===== config.mk =====
export PLATFORM = sky130hd
export DESIGN_NAME = ticd_top
export DESIGN_NICKNAME = d
export VERILOG_FILES = /design/src/rtl/ticd_pkg.sv /design/src/rtl/ticd_sync.sv /design/src/rtl/ticd_chan.sv /design/src/rtl/ticd_top.sv
export VERILOG_INCLUDE_DIRS = /design/src /design/src/rtl
export SDC_FILE = /design/constraint.sdc
export NUM_CORES = 1
export LEC_CHECK = 0
export BUFFER_PORTS_ARGS = -buffer_cell sky130_fd_sc_hd__buf_2
export CAP_MARGIN = 30
export CORE_ASPECT_RATIO = 1.1
export CORE_MARGIN = 3
export CORE_UTILIZATION = 56
export CTS_BUF_LIST = sky130_fd_sc_hd__clkbuf_16
export CTS_CLUSTER_SIZE = 8
export DETAILED_ROUTE_END_ITERATION = 8
export PLACE_DENSITY_LB_ADDON = 0.3
export SYNTH_ARGS = -nofsm -noshare
export SYNTH_HDL_FRONTEND = slang
export SYNTH_SLANG_ARGS = --single-unit

===== constraint.sdc =====
create_clock -name aclk -period 4.6 [get_ports aclk]
set_input_delay 0.69 -clock aclk [delete_from_list [all_inputs] [get_ports aclk]]
set_output_delay 0.69 -clock aclk [all_outputs]
set_load 0.02 [all_outputs]

===== src/rtl/ticd_cfg.svh =====
`ifndef TICD_CFG_SVH
`define TICD_CFG_SVH

// register byte offsets on the AXI4-Lite port
`define TICD_OFS_CH0_IOCTL   12'h000
`define TICD_OFS_CH1_IOCTL   12'h004
`define TICD_OFS_CH2_IOCTL   12'h008
`define TICD_OFS_CTRL        12'h00C
`define TICD_OFS_CH0_GR_D    12'h010
`define TICD_OFS_CH1_GR_B    12'h014
`define TICD_OFS_CH2_GR_B    12'h018
`define TICD_OFS_STATUS      12'h01C

// reset values
`define TICD_RST_IOCTL       8'h00
`define TICD_RST_CTRL        7'h00
`define TICD_RST_GR          16'h0000
`define TICD_RST_DATA32      32'h0000_0000

// field positions inside an io control register
`define TICD_FLD_HI          7
`define TICD_FLD_LO          4
// inside a four-bit field
`define TICD_FLD_CAPT        3
`define TICD_FLD_LEVEL       2
`define TICD_FLD_ALT         2
`define TICD_FLD_BOTH        1
`define TICD_FLD_FALL        0

// control register fields
`define TICD_CTRL_BFB        0
`define TICD_CTRL_PSC_LO     1
`define TICD_CTRL_PSC_HI     3
`define TICD_CTRL_RUN_LO     4
`define TICD_CTRL_RUN_HI     6

// prescaler code that selects the undivided clock
`define TICD_PSC_UNDIVIDED   3'h0

// compare actions on the low two field bits
`define TICD_ACT_NONE        2'h0
`define TICD_ACT_LOW         2'h1
`define TICD_ACT_HIGH        2'h2
`define TICD_ACT_TOGGLE      2'h3

// bus responses
`define TICD_RESP_OKAY       2'h0
`define TICD_RESP_SLVERR     2'h2

`endif


===== src/rtl/ticd_pkg.sv =====
package ticd_pkg;

  // role decoded from a four-bit io control field
  typedef enum logic [2:0] {
    TICD_MODE_OFF,
    TICD_MODE_OC,
    TICD_MODE_IC_RISE,
    TICD_MODE_IC_FALL,
    TICD_MODE_IC_BOTH,
    TICD_MODE_IC_ALT
  } ticd_mode_t;

  // per channel configuration
  typedef struct packed {
    logic [3:0] field;
    logic       run;
    logic       en;
    logic       alt_ok;
  } ticd_chan_cfg_t;

  // one timer pin drive
  typedef struct packed {
    logic o;
    logic oe;
  } ticd_pin_t;

endpackage


===== src/rtl/ticd_sync.sv =====
`timescale 1ns/1ps
module ticd_sync (
  // clock and reset
  input  wire logic aclk,
  input  wire logic aresetn,
  // raw pin
  input  wire logic d,
  // synchronised level and edge pulses
  output logic      level,
  output logic      rise,
  output logic      fall
);

  logic meta_ff;
  logic sync_ff;
  logic last_ff;

  // two flops, then one more to find edges; meta_ff feeds sync_ff only
  always_ff @(posedge aclk) begin
    if (!aresetn) begin
      meta_ff <= 1'b0;
      sync_ff <= 1'b0;
      last_ff <= 1'b0;
    end else begin
      meta_ff <= d; // RQ14
      sync_ff <= meta_ff;
      last_ff <= sync_ff;
    end
  end

  // edge pulses last one cycle each
  assign level = sync_ff;
  assign rise  = sync_ff & ~last_ff;
  assign fall  = ~sync_ff & last_ff;

endmodule


===== src/rtl/ticd_chan.sv =====
`timescale 1ns/1ps
`include "ticd_cfg.svh"
module ticd_chan (
  // clock and reset
  input  wire logic              aclk,
  input  wire logic              aresetn,
  // configuration
  input  ticd_pkg::ticd_chan_cfg_t cfg,
  // counter, cascade event, pin
  input  wire logic [15:0]       count,
  input  wire logic              alt_evt,
  input  wire logic              pin_i,
  // software write of the general register
  input  wire logic              gr_we,
  input  wire logic [15:0]       gr_wdata,
  // results
  output logic [15:0]            gr_q,
  output ticd_pkg::ticd_pin_t    pin,
  output logic                   pin_lvl,
  output logic                   capt
);

  ticd_pkg::ticd_mode_t mode;
  logic [15:0] gr_ff;
  logic        pin_o_ff;
  logic        pin_oe_ff;
  logic        match_ff;
  logic        nxt_pin_o;
  logic        rise;
  logic        fall;
  logic        match_now;
  logic        match_edge;
  logic [1:0]  act;

  // capture pin synchroniser and edge finder
  ticd_sync u_sync (
    .aclk    (aclk),
    .aresetn (aresetn),
    .d       (pin_i),
    .level   (pin_lvl),
    .rise    (rise),
    .fall    (fall)
  );

  // field decode; a disabled channel has no role
  always_comb begin
    if (!cfg.en) begin
      mode = ticd_pkg::TICD_MODE_OFF;
    end else if (!cfg.field[`TICD_FLD_CAPT]) begin
      mode = ticd_pkg::TICD_MODE_OC;
    end else if (cfg.field[`TICD_FLD_ALT] && cfg.alt_ok) begin
      mode = ticd_pkg::TICD_MODE_IC_ALT;
    end else if (cfg.field[`TICD_FLD_BOTH]) begin
      mode = ticd_pkg::TICD_MODE_IC_BOTH;
    end else if (cfg.field[`TICD_FLD_FALL]) begin
      mode = ticd_pkg::TICD_MODE_IC_FALL;
    end else begin
      mode = ticd_pkg::TICD_MODE_IC_RISE;
    end
  end

  // capture qualification per role
  always_comb begin
    case (mode)
      ticd_pkg::TICD_MODE_IC_RISE: capt = rise;
      ticd_pkg::TICD_MODE_IC_FALL: capt = fall;
      ticd_pkg::TICD_MODE_IC_BOTH: capt = rise | fall;
      ticd_pkg::TICD_MODE_IC_ALT:  capt = alt_evt;
      default:                     capt = 1'b0;
    endcase
  end

  // compare fires once when the counter reaches the register
  assign act        = cfg.field[1:0];
  assign match_now  = (count == gr_ff);
  assign match_edge = match_now & ~match_ff;

  // output level: preset while stopped, action on match while running
  always_comb begin
    nxt_pin_o = pin_o_ff;
    if (mode == ticd_pkg::TICD_MODE_OC) begin
      if (!cfg.run) begin
        nxt_pin_o = cfg.field[`TICD_FLD_LEVEL]; // RQ1 RQ12
      end else if (match_edge) begin
        case (act)
          `TICD_ACT_LOW:    nxt_pin_o = 1'b0;      // RQ3
          `TICD_ACT_HIGH:   nxt_pin_o = 1'b1;      // RQ4
          `TICD_ACT_TOGGLE: nxt_pin_o = ~pin_o_ff; // RQ5
          default:          nxt_pin_o = pin_o_ff;
        endcase
      end
    end
  end

  // capture wins over a software write in the same cycle
  always_ff @(posedge aclk) begin
    if (!aresetn) begin
      gr_ff     <= `TICD_RST_GR;
      pin_o_ff  <= 1'b0;
      pin_oe_ff <= 1'b0;
      match_ff  <= 1'b0;
    end else begin
      if (capt) begin
        gr_ff <= count; // RQ6 RQ7 RQ8
      end else if (gr_we) begin
        gr_ff <= gr_wdata;
      end
      pin_o_ff  <= nxt_pin_o;
      pin_oe_ff <= (mode == ticd_pkg::TICD_MODE_OC) && (act != `TICD_ACT_NONE); // RQ2
      match_ff  <= match_now;
    end
  end

  assign gr_q   = gr_ff;
  assign pin.o  = pin_o_ff;
  assign pin.oe = pin_oe_ff;

endmodule


===== src/rtl/ticd_top.sv =====
// Function
// RQ1 - field top bit 0 selects compare; bit 6 chooses preset pin level
// RQ2 - compare with low bits 00 disables the pin; all-zero is reset state
// RQ3 - compare with low bits 01 drives pin low on each match
// RQ4 - compare with low bits 10 drives pin high on each match
// RQ5 - compare with low bits 11 toggles pin on each match
// RQ6 - field 1000 captures counter on rising edge of own pin
// RQ7 - field 1001 captures counter on falling edge of own pin
// RQ8 - field 101x captures counter on both pin edges
// RQ9 - ch0 D 11xx captures on ch1 count ticks, never when prescaler is 000
// RQ10 - ch1 B 11xx captures on ch0 C compare match or capture events
// RQ11 - buffer select makes ch0 D a plain buffer with no capture or compare
// RQ12 - preset pin level applies only while the channel counter is stopped
// RQ13 - io control registers clear on reset and standby, not module standby
// RQ14 - capture pins are synchronised before edge detection, one capture per edge
`timescale 1ns/1ps
`include "ticd_cfg.svh"
module ticd_top (
  // clock and reset
  input  wire logic        aclk,
  input  wire logic        aresetn,
  // axi4-lite write address
  input  wire logic        s_axi_awvalid,
  output logic             s_axi_awready,
  input  wire logic [11:0] s_axi_awaddr,
  input  wire logic [2:0]  s_axi_awprot,
  // axi4-lite write data
  input  wire logic        s_axi_wvalid,
  output logic             s_axi_wready,
  input  wire logic [31:0] s_axi_wdata,
  input  wire logic [3:0]  s_axi_wstrb,
  // axi4-lite write response
  output logic             s_axi_bvalid,
  input  wire logic        s_axi_bready,
  output logic [1:0]       s_axi_bresp,
  // axi4-lite read address
  input  wire logic        s_axi_arvalid,
  output logic             s_axi_arready,
  input  wire logic [11:0] s_axi_araddr,
  input  wire logic [2:0]  s_axi_arprot,
  // axi4-lite read data
  output logic             s_axi_rvalid,
  input  wire logic        s_axi_rready,
  output logic [31:0]      s_axi_rdata,
  output logic [1:0]       s_axi_rresp,
  // counters of the three channels
  input  wire logic [15:0] ch0_count,
  input  wire logic [15:0] ch1_count,
  input  wire logic [15:0] ch2_count,
  // cascade event sources
  input  wire logic        ch1_count_tick,
  input  wire logic        ch0_c_event,
  // power states
  input  wire logic        hw_standby,
  input  wire logic        sw_standby,
  input  wire logic        module_standby,
  // timer pins
  input  wire logic        ch0_pin_d_i,
  output logic             ch0_pin_d_o,
  output logic             ch0_pin_d_oe,
  input  wire logic        ch1_pin_b_i,
  output logic             ch1_pin_b_o,
  output logic             ch1_pin_b_oe,
  input  wire logic        ch2_pin_b_i,
  output logic             ch2_pin_b_o,
  output logic             ch2_pin_b_oe
);

  // software visible state
  logic [7:0]  ch0_io_control_low_ff;
  logic [7:0]  ch1_io_control_ff;
  logic [7:0]  ch2_io_control_ff;
  logic [6:0]  ctrl_ff;
  logic        bvalid_ff;
  logic [1:0]  bresp_ff;
  logic        rvalid_ff;
  logic [1:0]  rresp_ff;
  logic [31:0] rdata_ff;
  logic [31:0] nxt_rdata;

  // write decode
  wire         wr_go;
  wire         wr_lane0;
  wire         wr_lane1;
  wire         wr_io0;
  wire         wr_io1;
  wire         wr_io2;
  wire         wr_ctrl;
  wire         wr_gr0;
  wire         wr_gr1;
  wire         wr_gr2;
  wire         wr_hit;
  wire         io_clear;
  wire [15:0]  gr_wdata;

  // read decode
  wire         rd_go;
  wire         rd_hit;

  // control fields
  wire         b_buffer_select;
  wire [2:0]   prescaler_select;
  wire [2:0]   counter_run_bit;

  // per channel wiring, index 0 = ch0 D, 1 = ch1 B, 2 = ch2 B
  ticd_pkg::ticd_chan_cfg_t cfg [3];
  ticd_pkg::ticd_pin_t      pin [3];
  logic [15:0] gr_q    [3];
  logic [15:0] count   [3];
  logic        alt_evt [3];
  logic        pin_i   [3];
  logic        gr_we   [3];
  logic        pin_lvl [3];
  logic        capt    [3];
  logic [3:0]  field   [3];
  wire         ch0_alt_valid;

  // write is taken when address and data are both offered and no response is pending
  assign wr_go         = s_axi_awvalid & s_axi_wvalid & ~bvalid_ff;
  assign s_axi_awready = wr_go;
  assign s_axi_wready  = wr_go;
  assign wr_lane0      = s_axi_wstrb[0];
  assign wr_lane1      = s_axi_wstrb[1];
  assign wr_io0        = wr_go & (s_axi_awaddr == `TICD_OFS_CH0_IOCTL);
  assign wr_io1        = wr_go & (s_axi_awaddr == `TICD_OFS_CH1_IOCTL);
  assign wr_io2        = wr_go & (s_axi_awaddr == `TICD_OFS_CH2_IOCTL);
  assign wr_ctrl       = wr_go & (s_axi_awaddr == `TICD_OFS_CTRL);
  assign wr_gr0        = wr_go & (s_axi_awaddr == `TICD_OFS_CH0_GR_D);
  assign wr_gr1        = wr_go & (s_axi_awaddr == `TICD_OFS_CH1_GR_B);
  assign wr_gr2        = wr_go & (s_axi_awaddr == `TICD_OFS_CH2_GR_B);
  assign wr_hit        = wr_io0 | wr_io1 | wr_io2 | wr_ctrl | wr_gr0 | wr_gr1 | wr_gr2
                         | (wr_go & (s_axi_awaddr == `TICD_OFS_STATUS));
  // general registers take both low lanes together only
  assign gr_wdata      = s_axi_wdata[15:0];

  // standby clears the io fields; module standby leaves them alone
  assign io_clear      = hw_standby | sw_standby; // RQ13

  // io control registers, lane 0 only
  always_ff @(posedge aclk) begin
    if (!aresetn) begin
      ch0_io_control_low_ff <= `TICD_RST_IOCTL; // RQ13
      ch1_io_control_ff     <= `TICD_RST_IOCTL;
      ch2_io_control_ff     <= `TICD_RST_IOCTL;
    end else if (io_clear) begin
      ch0_io_control_low_ff <= `TICD_RST_IOCTL; // RQ13
      ch1_io_control_ff     <= `TICD_RST_IOCTL;
      ch2_io_control_ff     <= `TICD_RST_IOCTL;
    end else begin
      if (wr_io0 && wr_lane0) begin
        ch0_io_control_low_ff <= s_axi_wdata[7:0];
      end
      if (wr_io1 && wr_lane0) begin
        ch1_io_control_ff <= s_axi_wdata[7:0];
      end
      if (wr_io2 && wr_lane0) begin
        ch2_io_control_ff <= s_axi_wdata[7:0];
      end
    end
  end

  // control register: buffer select, ch1 prescaler, run bits
  always_ff @(posedge aclk) begin
    if (!aresetn) begin
      ctrl_ff <= `TICD_RST_CTRL;
    end else if (wr_ctrl && wr_lane0) begin
      ctrl_ff <= s_axi_wdata[6:0];
    end
  end

  assign b_buffer_select  = ctrl_ff[`TICD_CTRL_BFB];
  assign prescaler_select = ctrl_ff[`TICD_CTRL_PSC_HI:`TICD_CTRL_PSC_LO];
  assign counter_run_bit  = ctrl_ff[`TICD_CTRL_RUN_HI:`TICD_CTRL_RUN_LO];

  // write response one cycle after the write is taken
  always_ff @(posedge aclk) begin
    if (!aresetn) begin
      bvalid_ff <= 1'b0;
      bresp_ff  <= `TICD_RESP_OKAY;
    end else if (wr_go) begin
      bvalid_ff <= 1'b1;
      bresp_ff  <= wr_hit ? `TICD_RESP_OKAY : `TICD_RESP_SLVERR;
    end else if (s_axi_bready) begin
      bvalid_ff <= 1'b0;
    end
  end

  assign s_axi_bvalid = bvalid_ff;
  assign s_axi_bresp  = bresp_ff;

  // read is taken whenever no answer is pending
  assign rd_go         = s_axi_arvalid & ~rvalid_ff;
  assign s_axi_arready = ~rvalid_ff;
  assign rd_hit        = (s_axi_araddr == `TICD_OFS_CH0_IOCTL)
                       | (s_axi_araddr == `TICD_OFS_CH1_IOCTL)
                       | (s_axi_araddr == `TICD_OFS_CH2_IOCTL)
                       | (s_axi_araddr == `TICD_OFS_CTRL)
                       | (s_axi_araddr == `TICD_OFS_CH0_GR_D)
                       | (s_axi_araddr == `TICD_OFS_CH1_GR_B)
                       | (s_axi_araddr == `TICD_OFS_CH2_GR_B)
                       | (s_axi_araddr == `TICD_OFS_STATUS);

  // read mux; narrow registers sit in the low bits
  always_comb begin
    nxt_rdata = `TICD_RST_DATA32;
    case (s_axi_araddr)
      `TICD_OFS_CH0_IOCTL: nxt_rdata[7:0]  = ch0_io_control_low_ff;
      `TICD_OFS_CH1_IOCTL: nxt_rdata[7:0]  = ch1_io_control_ff;
      `TICD_OFS_CH2_IOCTL: nxt_rdata[7:0]  = ch2_io_control_ff;
      `TICD_OFS_CTRL:      nxt_rdata[6:0]  = ctrl_ff;
      `TICD_OFS_CH0_GR_D:  nxt_rdata[15:0] = gr_q[0];
      `TICD_OFS_CH1_GR_B:  nxt_rdata[15:0] = gr_q[1];
      `TICD_OFS_CH2_GR_B:  nxt_rdata[15:0] = gr_q[2];
      `TICD_OFS_STATUS: begin
        nxt_rdata[2:0] = {pin[2].o, pin[1].o, pin[0].o};
        nxt_rdata[5:3] = {pin[2].oe, pin[1].oe, pin[0].oe};
        nxt_rdata[8:6] = {pin_lvl[2], pin_lvl[1], pin_lvl[0]};
      end
      default:             nxt_rdata = `TICD_RST_DATA32;
    endcase
  end

  // read answer one cycle after the address is taken
  always_ff @(posedge aclk) begin
    if (!aresetn) begin
      rvalid_ff <= 1'b0;
      rresp_ff  <= `TICD_RESP_OKAY;
      rdata_ff  <= `TICD_RST_DATA32;
    end else if (rd_go) begin
      rvalid_ff <= 1'b1;
      rresp_ff  <= rd_hit ? `TICD_RESP_OKAY : `TICD_RESP_SLVERR;
      rdata_ff  <= nxt_rdata;
    end else if (s_axi_rready) begin
      rvalid_ff <= 1'b0;
    end
  end

  assign s_axi_rvalid = rvalid_ff;
  assign s_axi_rresp  = rresp_ff;
  assign s_axi_rdata  = rdata_ff;

  // cascade: undivided ch1 clock gives no capture source
  assign ch0_alt_valid = ch1_count_tick & (prescaler_select != `TICD_PSC_UNDIVIDED); // RQ9

  // per channel inputs
  assign field[0]   = ch0_io_control_low_ff[`TICD_FLD_HI:`TICD_FLD_LO];
  assign field[1]   = ch1_io_control_ff[`TICD_FLD_HI:`TICD_FLD_LO];
  assign field[2]   = ch2_io_control_ff[`TICD_FLD_HI:`TICD_FLD_LO];
  assign count[0]   = ch0_count;
  assign count[1]   = ch1_count;
  assign count[2]   = ch2_count;
  assign alt_evt[0] = ch0_alt_valid;  // RQ9
  assign alt_evt[1] = ch0_c_event;    // RQ10
  assign alt_evt[2] = 1'b0;
  assign pin_i[0]   = ch0_pin_d_i;
  assign pin_i[1]   = ch1_pin_b_i;
  assign pin_i[2]   = ch2_pin_b_i;
  assign gr_we[0]   = wr_gr0 & wr_lane0 & wr_lane1;
  assign gr_we[1]   = wr_gr1 & wr_lane0 & wr_lane1;
  assign gr_we[2]   = wr_gr2 & wr_lane0 & wr_lane1;

  // the three capture/compare units
  genvar gi;
  generate
    for (gi = 0; gi < 3; gi++) begin : g_chan
      // ch2 has no cascade source, so 11xx falls back to pin edges
      assign cfg[gi].field  = field[gi];
      assign cfg[gi].run    = counter_run_bit[gi];
      // a buffered ch0 D has no role of its own
      assign cfg[gi].en     = (gi == 0) ? ~b_buffer_select : 1'b1; // RQ11
      assign cfg[gi].alt_ok = (gi != 2);

      ticd_chan u_chan (
        .aclk     (aclk),
        .aresetn  (aresetn),
        .cfg      (cfg[gi]),
        .count    (count[gi]),
        .alt_evt  (alt_evt[gi]),
        .pin_i    (pin_i[gi]), // RQ14
        .gr_we    (gr_we[gi]),
        .gr_wdata (gr_wdata),
        .gr_q     (gr_q[gi]),
        .pin      (pin[gi]),
        .pin_lvl  (pin_lvl[gi]),
        .capt     (capt[gi])
      );
    end
  endgenerate

  // pin drives
  assign ch0_pin_d_o  = pin[0].o;
  assign ch0_pin_d_oe = pin[0].oe;
  assign ch1_pin_b_o  = pin[1].o;
  assign ch1_pin_b_oe = pin[1].oe;
  assign ch2_pin_b_o  = pin[2].o;
  assign ch2_pin_b_oe = pin[2].oe;

endmodule


==> results of run 1 <==
cell families (layout without fill, tap and decap cells):
group	Yosys count	after routing
simple gates	206	206
compound gates	129	129
flops	117	117
mux	93	93
buf+inv	71	186
xor+xnor	48	48
fa+ha+maj	6	6
other cells	1	18
Yosys cell counts (all sizes together), types with 2 or more instances:
cell / number
nor3: 3
o2111ai: 2
clkbuf: 32
o21ai: 50
or4: 4
inv: 14
and2: 9
nor2b: 4
mux2i: 75
a21oi: 12
o22ai: 2
a22o: 7
and3: 2
nand4b: 3
a31oi: 22
mux4: 10
nand2: 82
dfxtp: 117
a211oi: 5
nand4: 14
xnor2: 48
a211o: 2
a22oi: 7
nor2: 60
ha: 6
buf: 25
o2bb2ai: 16
nor4: 6
nand3: 6
or3: 3
nand3b: 2
nand2b: 3
mux2: 8
metrics by stage:
step	cells	util	power, uW	hold slack, ns	setup WS (ns)
global route	946	0.6953	2579	0.4524	1.788
global placement	912	0.6391	1246	0.4145	1.610
floorplan	688	-	1163	0.4119	1.943
finish	946	0.6953	2503	0.4331	1.998
detailed placement	913	0.6405	1250	0.4224	1.585
CTS	945	0.6946	2508	0.4350	2.015
worst max-delay path, delay by kind of cell:
| kind | cells | cell delay [ns] |
|---|---|---|
| and+or+nand+nor | 4 | 1.96 |
| AOI/OAI and AO/OA | 1 | 0.19 |
| buffers and inverters | 1 | 0.10 |
sequential cells by signal, summed over array words and instances, names as in the netlist:
name,flops
s_axi_rvalid,1
s_axi_bresp,1
ch1_io_control_ff,8
s_axi_rdata,16
ctrl_ff,7
s_axi_rresp,1
g_chan.u_chan.match_ff,3
s_axi_bvalid,1
ch0_io_control_low_ff,8
g_chan.u_chan.u_sync.last_ff,3
g_chan.u_chan.u_sync.level,3
g_chan.u_chan.u_sync.meta_ff,3
g_chan.u_chan.pin_oe_ff,3
g_chan.u_chan.pin_o_ff,3
g_chan.u_chan.gr_q,48
ch2_io_control_ff,8
routing by layer:
layer,GRT usage,part of all wire
met5,0,0
met4,0.1531,0.040
met3,0.07299,0.080
met1,0.3585,0.38
met2,0.5156,0.50
worst max path at each step:
| stage | startpoint | endpoint | slack (ns) |
|---|---|---|---|
| after global routing | s_axi_awaddr[7] | ch1_io_control_ff[4] | 1.79 |
| after floorplan | s_axi_awaddr[7] | g_chan[1].u_chan.gr_q[10] | 1.94 |
| after global placement | s_axi_awaddr[7] | g_chan[0].u_chan.gr_q[10] | 1.61 |
| final | s_axi_awaddr[7] | g_chan[1].u_chan.gr_q[1] | 2.00 |
| after CTS | s_axi_awaddr[7] | g_chan[1].u_chan.gr_q[1] | 2.02 |
| after detailed placement | s_axi_awaddr[7] | g_chan[1].u_chan.gr_q[5] | 1.58 |
layout make-up:
type	count	area [um2]
timing repair buffer	140	728.2
clock inverter	15	141.4
clock buffer	17	425.4
tap	143	178.9
multi-input combinational	500	3426
inverter	14	52.55
fill	829	3197
sequential	117	2342
report_power, final:
group          switching (uW)  internal (uW)
sequential               5.25           1020
combinational             130           75.8
clock                     481            788
placed cells by master, fill, tap and decap left out, drive strengths merged, types with 2 or more instances in the layout:
| master | Yosys | routed |
|---|---|---|
| nand4b | 3 | 3 |
| and3 | 2 | 2 |
| or4 | 4 | 4 |
| nand3b | 2 | 2 |
| xnor2 | 48 | 48 |
| nor2 | 60 | 60 |
| clkbuf | 32 | 17 |
| a21oi | 12 | 12 |
| nand3 | 6 | 6 |
| and2 | 9 | 9 |
| mux2 | 8 | 8 |
| a31oi | 22 | 22 |
| nand4 | 14 | 14 |
| buf | 25 | 140 |
| conb | 1 | 18 |
| nor4 | 6 | 6 |
| bufinv | 0 | 2 |
| dfxtp | 117 | 117 |
| mux4 | 10 | 10 |
| a211oi | 5 | 5 |
| mux2i | 75 | 75 |
| clkinv | 0 | 5 |
| ha | 6 | 6 |
| nor2b | 4 | 4 |
| a211o | 2 | 2 |
| a22oi | 7 | 7 |
| nor3 | 3 | 3 |
| a22o | 7 | 7 |
| or3 | 3 | 3 |
| o21ai | 50 | 50 |
| clkinvlp | 0 | 5 |
| o22ai | 2 | 2 |
| nand2b | 3 | 3 |
| o2bb2ai | 16 | 16 |
| inv | 14 | 17 |
| o2111ai | 2 | 2 |
| nand2 | 82 | 82 |
==> results by group, run 1 <==
Setup path
  – Cell depth of the worst flop-to-flop path: 5
  – Worst R2R End: g_chan[1].u_chan.gr_q[1]
  – Critical path's largest stage delay: 0.78 ns
  – Req. time, crit path: 4.94 ns
  – Worst reg-to-reg setup slack: 2.23 ns
  – Max FO, Critical Path: 16
  – CP cell instances: buf_2, or4_4, or4_4, nor4b_4, nand2_1, a31oi_1
  – Crit Path Class: input pin to flip-flop
  – Crit path DAT: 2.94 ns
  – Crit. End Element: flip-flop
  – Crit-path most repeated cell: or4_4
  – Reg-to-Reg Start: s_axi_bvalid
  – Slowest CP cell: nor4b_4
  – Critical Path Source Type: input pin

Timing
  – Setup TNS: 0 ns
  – Final hold vios: 0
  – Worst-margin pin slew: 0.9527 ns
  – Max_slew headroom: 0.3648
  – Clock Skew: 0.008432 ns
  – Crit share post-route: 0.5656
  – Max Transition Viols Final: 0
  – Final Setup Violations: 0
  – RSZ-0062 raised after global routing: no
  – Achievable frequency: 384.3 MHz
  – Minimum clock period: 2.602 ns

Floorplan
  – Die width: 105.1 um
  – Io pins: 176
  – Core area: 0.01049 mm2
  – Initial Utilization: 0.5769
  – Die Area: 0.01209 mm2
  – Die height: 115.0 um
  – Site Rows: 39

Synthesis
  – Post-synth EDFFs: 0
  – Post-Synth Simple-Gate Area: 0.1604
  – Unique masters post-synth: 46
  – Seq cells post-synth: 117
  – Main area contributors after synthesis: dfxtp_1, mux2i_1, xnor2_1
  – Synth Area in Adders: 0.01240
  – Post-Syn Instances: 671
  – Area share of the largest cell type after synthesis: 0.3870
  – Syn Area/Cell: 9.019 um2
  – Compound-Gate Fraction of Synth Area: 0.1354
  – Post-synth top flop: dfxtp_1
  – Area leader, netlist: dfxtp_1
  – Mapped Area: 0.006052 mm2
  – Sequential share of the synthesized area: 0.3870
  – Multiplexer share of the synthesized area: 0.1761
  – Asr flop ratio synth: 0
  – Synth warn: 0
  – Largest family of logic cells by synthesized area: multiplexers
  – Post-synthesis xor/xnor area fraction: 0.06946

Clocking
  – H-tree Lvls: 4
  – CTS root buffer: clkbuf_16
  – Clock Sinks: 117
  – Clk slew on worst S/H paths: 0.05 ns
  – CTS Buf Count: 17
  – Post-CTS Repair Setup Buffers: 0
  – Post-cts sizing count: 0
  – Worst-Skew Late Latency: 0.42 ns
  – Cts hold-fix bufs: 0
  – Buffer depth of the longest clock path: 2
  – CTS tree: yes

Detailed routing
  – # DRC: 0
  – Final wirelength: 18.19 mm
  – Starting DRC count in detailed routing: 386
  – Via count: 5590
  – DRT Pass-1 Iters: 7
  – Antenna-violating nets left: 0
  – WL/cell: 19.23 um
  – Vias per std cell: 5.909

Layout
  – Final instance area: 0.007295 mm2
  – Antenna diodes: 0
  – Share of cells above drive strength 1: 0.2391
  – # nets final: 925
  – P&R area growth vs syn: 20.53%

Min path
  – Worst Hold Path EP: g_chan[1].u_chan.u_sync.level
  – HP Class: flip-flop to flip-flop
  – Hold Path Depth: 1
  – Hold path start: g_chan[1].u_chan.u_sync.meta_ff

GRT
  – Largest net degree at the start of global routing: 43
  – GR Overflow Total: 0
  – Initial antenna violation count: 0
  – Vias in the first global route: 5424
  – Global-route wire length before repair: 28.03 mm
  – GRT Resource Usage Total: 0.3026

Power and ir drop
  – VDD IR max: 0.2220 mV
  – Static Leak: 0.003052 uW
  – Pwr Density: 343.1 mW/mm2

Run
  – Max-capacitance violation count: 0

Placed design
  – GP Congestion: 0.8924
  – Port Buffers: 132
  – Area post-placement: 0.006720 mm2
  – Detailed Place HPWL: 13.24 mm

Run status
  – Status: completed
No activity file was read; power rests on OpenSTA's default activity.
==> run 2: changes to the inputs <==
- ABC_AREA: unset -> 1
- CORE_UTILIZATION: 56 -> 49
- clock period: 4.6 -> 2.1 ns (I/O delays scaled with it)
==> run 2 against run 1 <==
  * Worst setup slack worse by 1.7 ns
  * Highest routed layer unchanged
  * First-iteration DRC count grew 92%
  * Wire length increased by 21%
  * Clock power is 100% higher
  * Clock skew about the same
==> results by group, run 2 <==
Setup path
  – Req. time, crit path: 2.45 ns (-2.49 ns)
  – CP cell instances: ha_1, o21ai_0, o21ai_2, o21ai_2, buf_4, o21ai_0, a21oi_1
  – Stages on the worst setup path: 7 (+1)
  – Worst reg-to-reg setup slack: 0.32 ns (-1.91 ns)
  – Worst R2R End: g_chan[1].u_chan.gr_q[15]
  – Crit. End Element: flip-flop
  – Cell depth of the worst flop-to-flop path: 7 (+2)
  – Crit path DAT: 2.13 ns (-0.81 ns)
  – Crit Path Class: flip-flop to flip-flop
  – Max FO, Critical Path: 32 (+16)
  – Slowest CP cell: dfxtp_1
  – Worst setup path start: g_chan[1].u_chan.u_sync.level
  – Delay-heaviest family, CP: compound AO/OA/AOI/OAI gates
  – Critical path's largest stage delay: 0.47 ns (-0.31 ns)
  – Crit path to: g_chan[1].u_chan.gr_q[15]
  – Crit path buf inv count: 1 (unchanged)
  – Reg-to-Reg Start: g_chan[1].u_chan.u_sync.level
  – Critical Path Source Type: flip-flop

Detailed routing
  – Vias per std cell: 5.084 (-14%)
  – Via count: 7819 (+40%)
  – Antenna-violating nets left: 0 (unchanged)
  – DRT Pass-1 Iters: 5 (-2)
  – WL/cell: 14.31 um (-26%)
  – Final wirelength: 22.01 mm (+21%)
  – # DRC: 0 (unchanged)
  – Starting DRC count in detailed routing: 741 (+92%)

Synthesis
  – Area share of the largest cell type after synthesis: 0.3166 (-0.07043)
  – Unique masters post-synth: 39 (-15%)
  – Synth warn: 0 (unchanged)
  – Area leader, netlist: dfxtp_1
  – Post-synth EDFFs: 0 (unchanged)
  – Syn Area/Cell: 6.140 um2 (-32%)
  – Main area contributors after synthesis: dfxtp_1, nand2_1, inv_1
  – Seq cells post-synth: 117 (unchanged)
  – Post-synth top flop: dfxtp_1
  – Commonest cells post-synth: nand2_1, inv_1, nor2_1
  – Post-Syn Instances: 1205 (+80%)
  – Sequential share of the synthesized area: 0.3166 (-0.07043)
  – Top-count cell post-synth: nand2_1
  – Asr flop ratio synth: 0 (unchanged)
  – Mapped Area: 0.007398 mm2 (+22%)

Clocking
  – CTS root buffer: clkbuf_16
  – Post-CTS Repair Setup Buffers: 0 (unchanged)
  – Worst-Skew Late Latency: 0.42 ns (about the same)
  – Post-cts sizing count: 0 (unchanged)
  – Clk slew on worst S/H paths: 0.05 ns (about the same)
  – CTS tree: yes
  – H-tree Lvls: 4 (unchanged)
  – CTS Buf Count: 17 (unchanged)
  – Buffer depth of the longest clock path: 2 (unchanged)
  – Clock Sinks: 117 (unchanged)
  – Cts hold-fix bufs: 0 (unchanged)

Power and ir drop
  – Total power: 5263 uW (+110%)
  – Pwr Density: 608.8 mW/mm2 (+77%)
  – VDD IR max: 0.5252 mV (+140%)
  – Static Leak: 0.004503 uW (+48%)

Layout
  – P&R area growth vs syn: 16.84%
  – Number of flip-flops in the largest register: 48 (unchanged)
  – Commonest non-fill, non-tap cell in the layout: nand2_1
  – Most frequent cells in the layout: nand2_1, inv_1, nor2_1
  – Antenna diodes: 0 (unchanged)
  – # nets final: 1470 (+59%)
  – Final instance area: 0.008645 mm2 (+19%)
  – Share of cells above drive strength 1: 0.1701 (-0.06897)

Min path
  – HP Class: input pin to flip-flop

Placed design
  – Port Buffers: 132 (unchanged)
  – Detailed Place HPWL: 16.15 mm (+22%)
  – Area post-placement: 0.008125 mm2 (+21%)
  – GP Congestion: 0.9583 (+7.4%)

Timing
  – Minimum clock period: 1.779 ns
  – Clock Skew: 0.008226 ns (-0.0002065 ns)
  – Crit share post-route: 0.8473
  – Setup TNS: 0 ns (unchanged)
  – Max Transition Viols Final: 0 (unchanged)
  – Max_slew headroom: 0.5510 (+0.1861)
  – Final Setup Violations: 0 (unchanged)
  – Worst-margin pin slew: 0.6728 ns (-0.2799 ns)
  – Achievable frequency: 562.0 MHz
  – RSZ-0062 raised after global routing: no
  – Final hold vios: 0 (unchanged)

Floorplan
  – Initial Utilization: 0.5061 (-0.07079)
  – Die Area: 0.01661 mm2 (+37%)
  – Die height: 134.9 um (+17%)
  – Io pins: 176 (unchanged)
  – Site Rows: 46 (+18%)
  – Core area: 0.01462 mm2 (+39%)
  – Die width: 123.2 um (+17%)

GRT
  – Vias in the first global route: 6924 (+28%)
  – Largest net degree at the start of global routing: 39 (-9.3%)
  – Global-route wire length before repair: 34.09 mm (+22%)
  – GRT Resource Usage Total: 0.2633 (-0.03930)
  – Initial antenna violation count: 0 (unchanged)
  – GR Overflow Total: 0 (unchanged)

Run status
  – Status: completed

Run
  – Max-capacitance violation count: 0 (unchanged)
## run 2: cell types whose count changed after synthesis, sizes merged, moves of 48 or more
cell   previous run  this run
o21ai            50       102
nor2             60       153
nand2            82       331
a21oi            12        78
nand3             6       109
xnor2            48         0
mux2i            75         0
inv              14       189
## run 2: routing by layer
layer,track usage,up-vias,share of wire
li1,-,4013,-
met1,0.3286,3421,0.41
met2,0.4355,327,0.48
met3,0.04985,58,0.075
met4,0.1249,0,0.040
met5,0,-,0
## run 2: report_power, final
group	leakage, uW	total [uW]	internal [uW]	switching (uW)
combinational	0.00329	471	160	311
clock	0.000265	2550	1560	987
sequential	0.000945	2250	2240	9.23
total	0.00450	5260	3960	1310
## run 2: worst reg2reg max path, stage by stage (launching register included)
cell	delay, ns
dfxtp_1	0.47
ha_1	0.29
o21ai_0	0.21
o21ai_2	0.11
o21ai_2	0.06
buf_4	0.29
o21ai_0	0.14
a21oi_1	0.14
## run 2: area by class of cell
type                            instances  area, um2
Multi-Input combinational cell        849       3956
Clock buffer                           17      425.4
Timing Repair Buffer                  160      883.3
Sequential cell                       117       2342
Fill cell                            1500       5974
Inverter                              190      718.2
Clock inverter                         13      78.83
Tap cell                              192      240.2
## run 2: cells by family (layout without fill, tap and decap cells)
| group | Yosys count | after routing | share of synthesized area |
|---|---|---|---|
| simple gates | 633 | 633 | 0.3754 |
| mux | 1 | 1 | 0.001522 |
| buf+inv | 256 | 380 | 0.1586 |
| compound gates | 188 | 188 | 0.1336 |
| flops | 117 | 117 | 0.3166 |
| xor+xnor | 3 | 3 | 0.003552 |
| fa+ha+maj | 6 | 6 | 0.01015 |
| other cells | 1 | 18 | 0.0005069 |
## run 2: worst min path at each step
stage / startpoint / endpoint / slack (ns) / cells after the start
after global placement: g_chan[2].u_chan.u_sync.meta_ff / g_chan[2].u_chan.u_sync.level / 0.40 / 2
after CTS: ch1_pin_b_i / g_chan[1].u_chan.u_sync.meta_ff / 0.07 / 3
after detailed placement: g_chan[2].u_chan.u_sync.meta_ff / g_chan[2].u_chan.u_sync.level / 0.40 / 2
after floorplan: g_chan[0].u_chan.u_sync.meta_ff / g_chan[0].u_chan.u_sync.level / 0.39 / 2
after global routing: ch1_pin_b_i / g_chan[1].u_chan.u_sync.meta_ff / 0.08 / 3
final: ch1_pin_b_i / g_chan[1].u_chan.u_sync.meta_ff / 0.07 / 3
## run 2: through the flow
step                      utilization  hold slack [ns]  instances  setup slack (ns)
after floorplan                     -           0.3905       1222            0.4646
after global placement         0.5558           0.3955       1506            0.1359
after detailed placement       0.5558           0.3981       1506           0.09554
after CTS                      0.5903          0.06766       1536           0.08930
after global routing           0.5913          0.08246       1538            0.1103
final                          0.5913          0.07273       1538            0.3208
==> run 3: changes to the inputs <==
- CORE_UTILIZATION: 49 -> 55
- clock period: 2.1 -> 1.8 ns (I/O delays scaled with it)
==> run 3 against run 2 <==
  * Sequential power up 16%
  * Hold slack got worse by 0.044 ns
  * Critical path type unchanged
  * Largest power group unchanged
  * Worst setup slack worse by 0.21 ns
==> results by group, run 3 (synthesis gave the netlist of run 2 again) <==
Layout
  – Utilization after layout: 0.6858 (+0.09448)
  – Most frequent cells in the layout: nand2_1, inv_1, nor2_1
  – Antenna diodes: 0 (unchanged)
  – Share of cells above drive strength 1: 0.1806 (+0.01047)
  – P&R area growth vs syn: 19.20%
  – # nets final: 1474 (+0.27%)
  – Fillcell total: 1183 (-21%)
  – Number of flip-flops in the largest register: 48 (unchanged)
  – Commonest non-fill, non-tap cell in the layout: nand2_1
  – Final instance area: 0.008818 mm2 (+2.0%)

Power and ir drop
  – Sw frac: 0.2466 (-0.001679)
  – VDD IR max: 0.4938 mV (-6.0%)
  – Sequential share of power: 0.412 (-0.015)
  – Pwr Density: 720.0 mW/mm2 (+18%)
  – Psw: 1566 uW (+20%)
  – Clock share of power: 0.501 (+0.017)
  – Static Leak: 0.004593 uW (+2.0%)
  – Int Pwr: 4783 uW (+21%)
  – Comb power frac: 0.087 (-0.002)

Detailed routing
  – Antenna-violating nets left: 0 (unchanged)
  – Via count: 7832 (+0.17%)
  – Final wirelength: 21.58 mm (-2.0%)
  – Starting DRC count in detailed routing: 748 (+0.94%)
  – # DRC: 0 (unchanged)
  – DRT Pass-1 Iters: 5 (unchanged)
  – Vias per std cell: 5.194 (+2.2%)
  – WL/cell: 14.31 um (about the same)

Min path
  – Hold Path Depth: 3 (unchanged)
  – HP Class: input pin to flip-flop
  – Hold path start: ch0_pin_d_i
  – Worst Hold Path EP: g_chan[0].u_chan.u_sync.meta_ff

Setup path
  – Worst setup path start: g_chan[2].u_chan.u_sync.level
  – Worst R2R End: g_chan[2].u_chan.gr_q[10]
  – Cell depth of the worst flop-to-flop path: 9 (+2)
  – Req. time, crit path: 2.11 ns (-0.34 ns)
  – Critical Path Source Type: flip-flop
  – Reg-to-Reg Start: g_chan[2].u_chan.u_sync.level
  – Worst reg-to-reg setup slack: 0.11 ns (-0.21 ns)
  – Crit path DAT: 2.00 ns (-0.13 ns)
  – Crit Path Class: flip-flop to flip-flop
  – CP cell instances: inv_1, ha_1, nand2_1, nand3_1, nand2_4, buf_12, mux2_2, nor2_1, nor2_1
  – Slowest CP cell: dfxtp_1
  – Max FO, Critical Path: 16 (-50%)
  – Crit-path most repeated cell: nor2_1
  – Critical path's largest stage delay: 0.37 ns (-0.10 ns)
  – Crit. End Element: flip-flop

Timing
  – RSZ-0062 raised after global routing: no
  – Final hold vios: 0 (unchanged)
  – Max_slew headroom: 0.6201 (+0.06916)
  – Final Hold Slack: 0.02876 ns (-0.04398 ns)
  – Achievable frequency: 593.0 MHz (+5.5%)
  – Crit share post-route: 0.9368 (+0.08954)
  – Final Setup Violations: 0 (unchanged)
  – Setup TNS: 0 ns (unchanged)
  – Minimum clock period: 1.686 ns (-0.09301 ns)
  – Max Transition Viols Final: 0 (unchanged)
  – Worst-margin pin slew: 0.5692 ns (-0.1036 ns)
  – Clock Skew: 0.008583 ns (+0.0003571 ns)

Clocking
  – CTS Buf Count: 17 (unchanged)
  – Buffer depth of the longest clock path: 2 (unchanged)
  – Worst-Skew Late Latency: 0.42 ns (about the same)
  – Clock Sinks: 117 (unchanged)
  – Clk slew on worst S/H paths: 0.05 ns (about the same)
  – H-tree Lvls: 4 (unchanged)
  – CTS root buffer: clkbuf_16
  – CTS tree: yes
  – Cts hold-fix bufs: 0 (unchanged)

Floorplan
  – Io pins: 176 (unchanged)
  – Initial Utilization: 0.5754 (+0.06929)
  – Core area: 0.01286 mm2 (-12%)
  – Site Rows: 43 (-6.5%)
  – Die Area: 0.01488 mm2 (-10%)
  – Die height: 127.6 um (-5.4%)
  – Die width: 116.6 um (-5.3%)

Run status
  – Status: completed

GRT
  – GR Overflow Total: 0 (unchanged)
  – Largest net degree at the start of global routing: 37 (-5.1%)
  – Initial antenna violation count: 0 (unchanged)
  – Global-route wire length before repair: 34.11 mm (about the same)
  – GRT Resource Usage Total: 0.2941 (+0.03077)
  – Vias in the first global route: 6987 (+0.91%)

Placed design
  – Detailed Place HPWL: 15.62 mm (-3.3%)
  – Area post-placement: 0.008205 mm2 (+0.99%)
  – GP Congestion: 0.9065 (-5.4%)
  – Port Buffers: 132 (unchanged)

Run
  – Max-capacitance violation count: 0 (unchanged)
## run 3: metal layers
metal | vias up | share of wire | GRT usage
li1 | 4027 | - | -
met2 | 303 | 0.48 | 0.4859
met5 | - | 0 | 0
met4 | 0 | 0.035 | 0.1161
met1 | 3452 | 0.41 | 0.3747
met3 | 50 | 0.072 | 0.05969
## run 3: area by class of cell
cell class                 count  area (um2)  share of cell area
clock inverter                14       120.1             0.01362
tap                          157       196.4             0.02228
inverter                     190       721.9             0.08187
multi-input combinational    849        3964              0.4495
sequential                   117        2344              0.2657
clock buffer                  17       425.4             0.04824
timing repair buffer         164        1047              0.1188
## run 3: timing repair
action                                  in CTS  in global routing
setup buffers                                0                  1
endpoints found under the setup margin       0                 31
gates resized for setup                      0                  8
endpoints found under the hold margin        0                  0
## run 3: power by group through the flow
stage          combinational (uW)  sequential [uW]  clock, uW
2_1_floorplan                 316             2680          0
3_3_place_gp                  535             2670          0
3_5_place_dp                  540             2670          0
4_1_cts                       544             2620       3190
5_1_grt                       616             2620       3320
6_report                      550             2620       3180
## run 3: worst max-delay path by stage
stage | end | cells past startpoint
final | g_chan[2].u_chan.gr_q[10] | 9
after floorplan | g_chan[0].u_chan.gr_q[11] | 9
after CTS | g_chan[1].u_chan.gr_q[13] | 9
after detailed placement | g_chan[2].u_chan.gr_q[9] | 9
after global placement | g_chan[2].u_chan.gr_q[9] | 9
after global routing | g_chan[2].u_chan.gr_q[10] | 9
## run 3: metrics by stage
step / total power [uW] / setup WS, ns / std cells
floorplan: 2996 / 0.1646 / 1222
global placement: 3207 / 0.1217 / 1475
detailed placement: 3213 / 0.09159 / 1475
CTS: 6355 / 0.04197 / 1506
global route: 6556 / 0.01032 / 1508
finish: 6349 / 0.1138 / 1508
## run 3: critical path, delay by kind of cell (launching register included)
kind,cells,cell delay [ns]
flops,1,0.37
buf+inv,2,0.21
simple gates,5,0.47
mux,1,0.33
fa+ha+maj,1,0.19
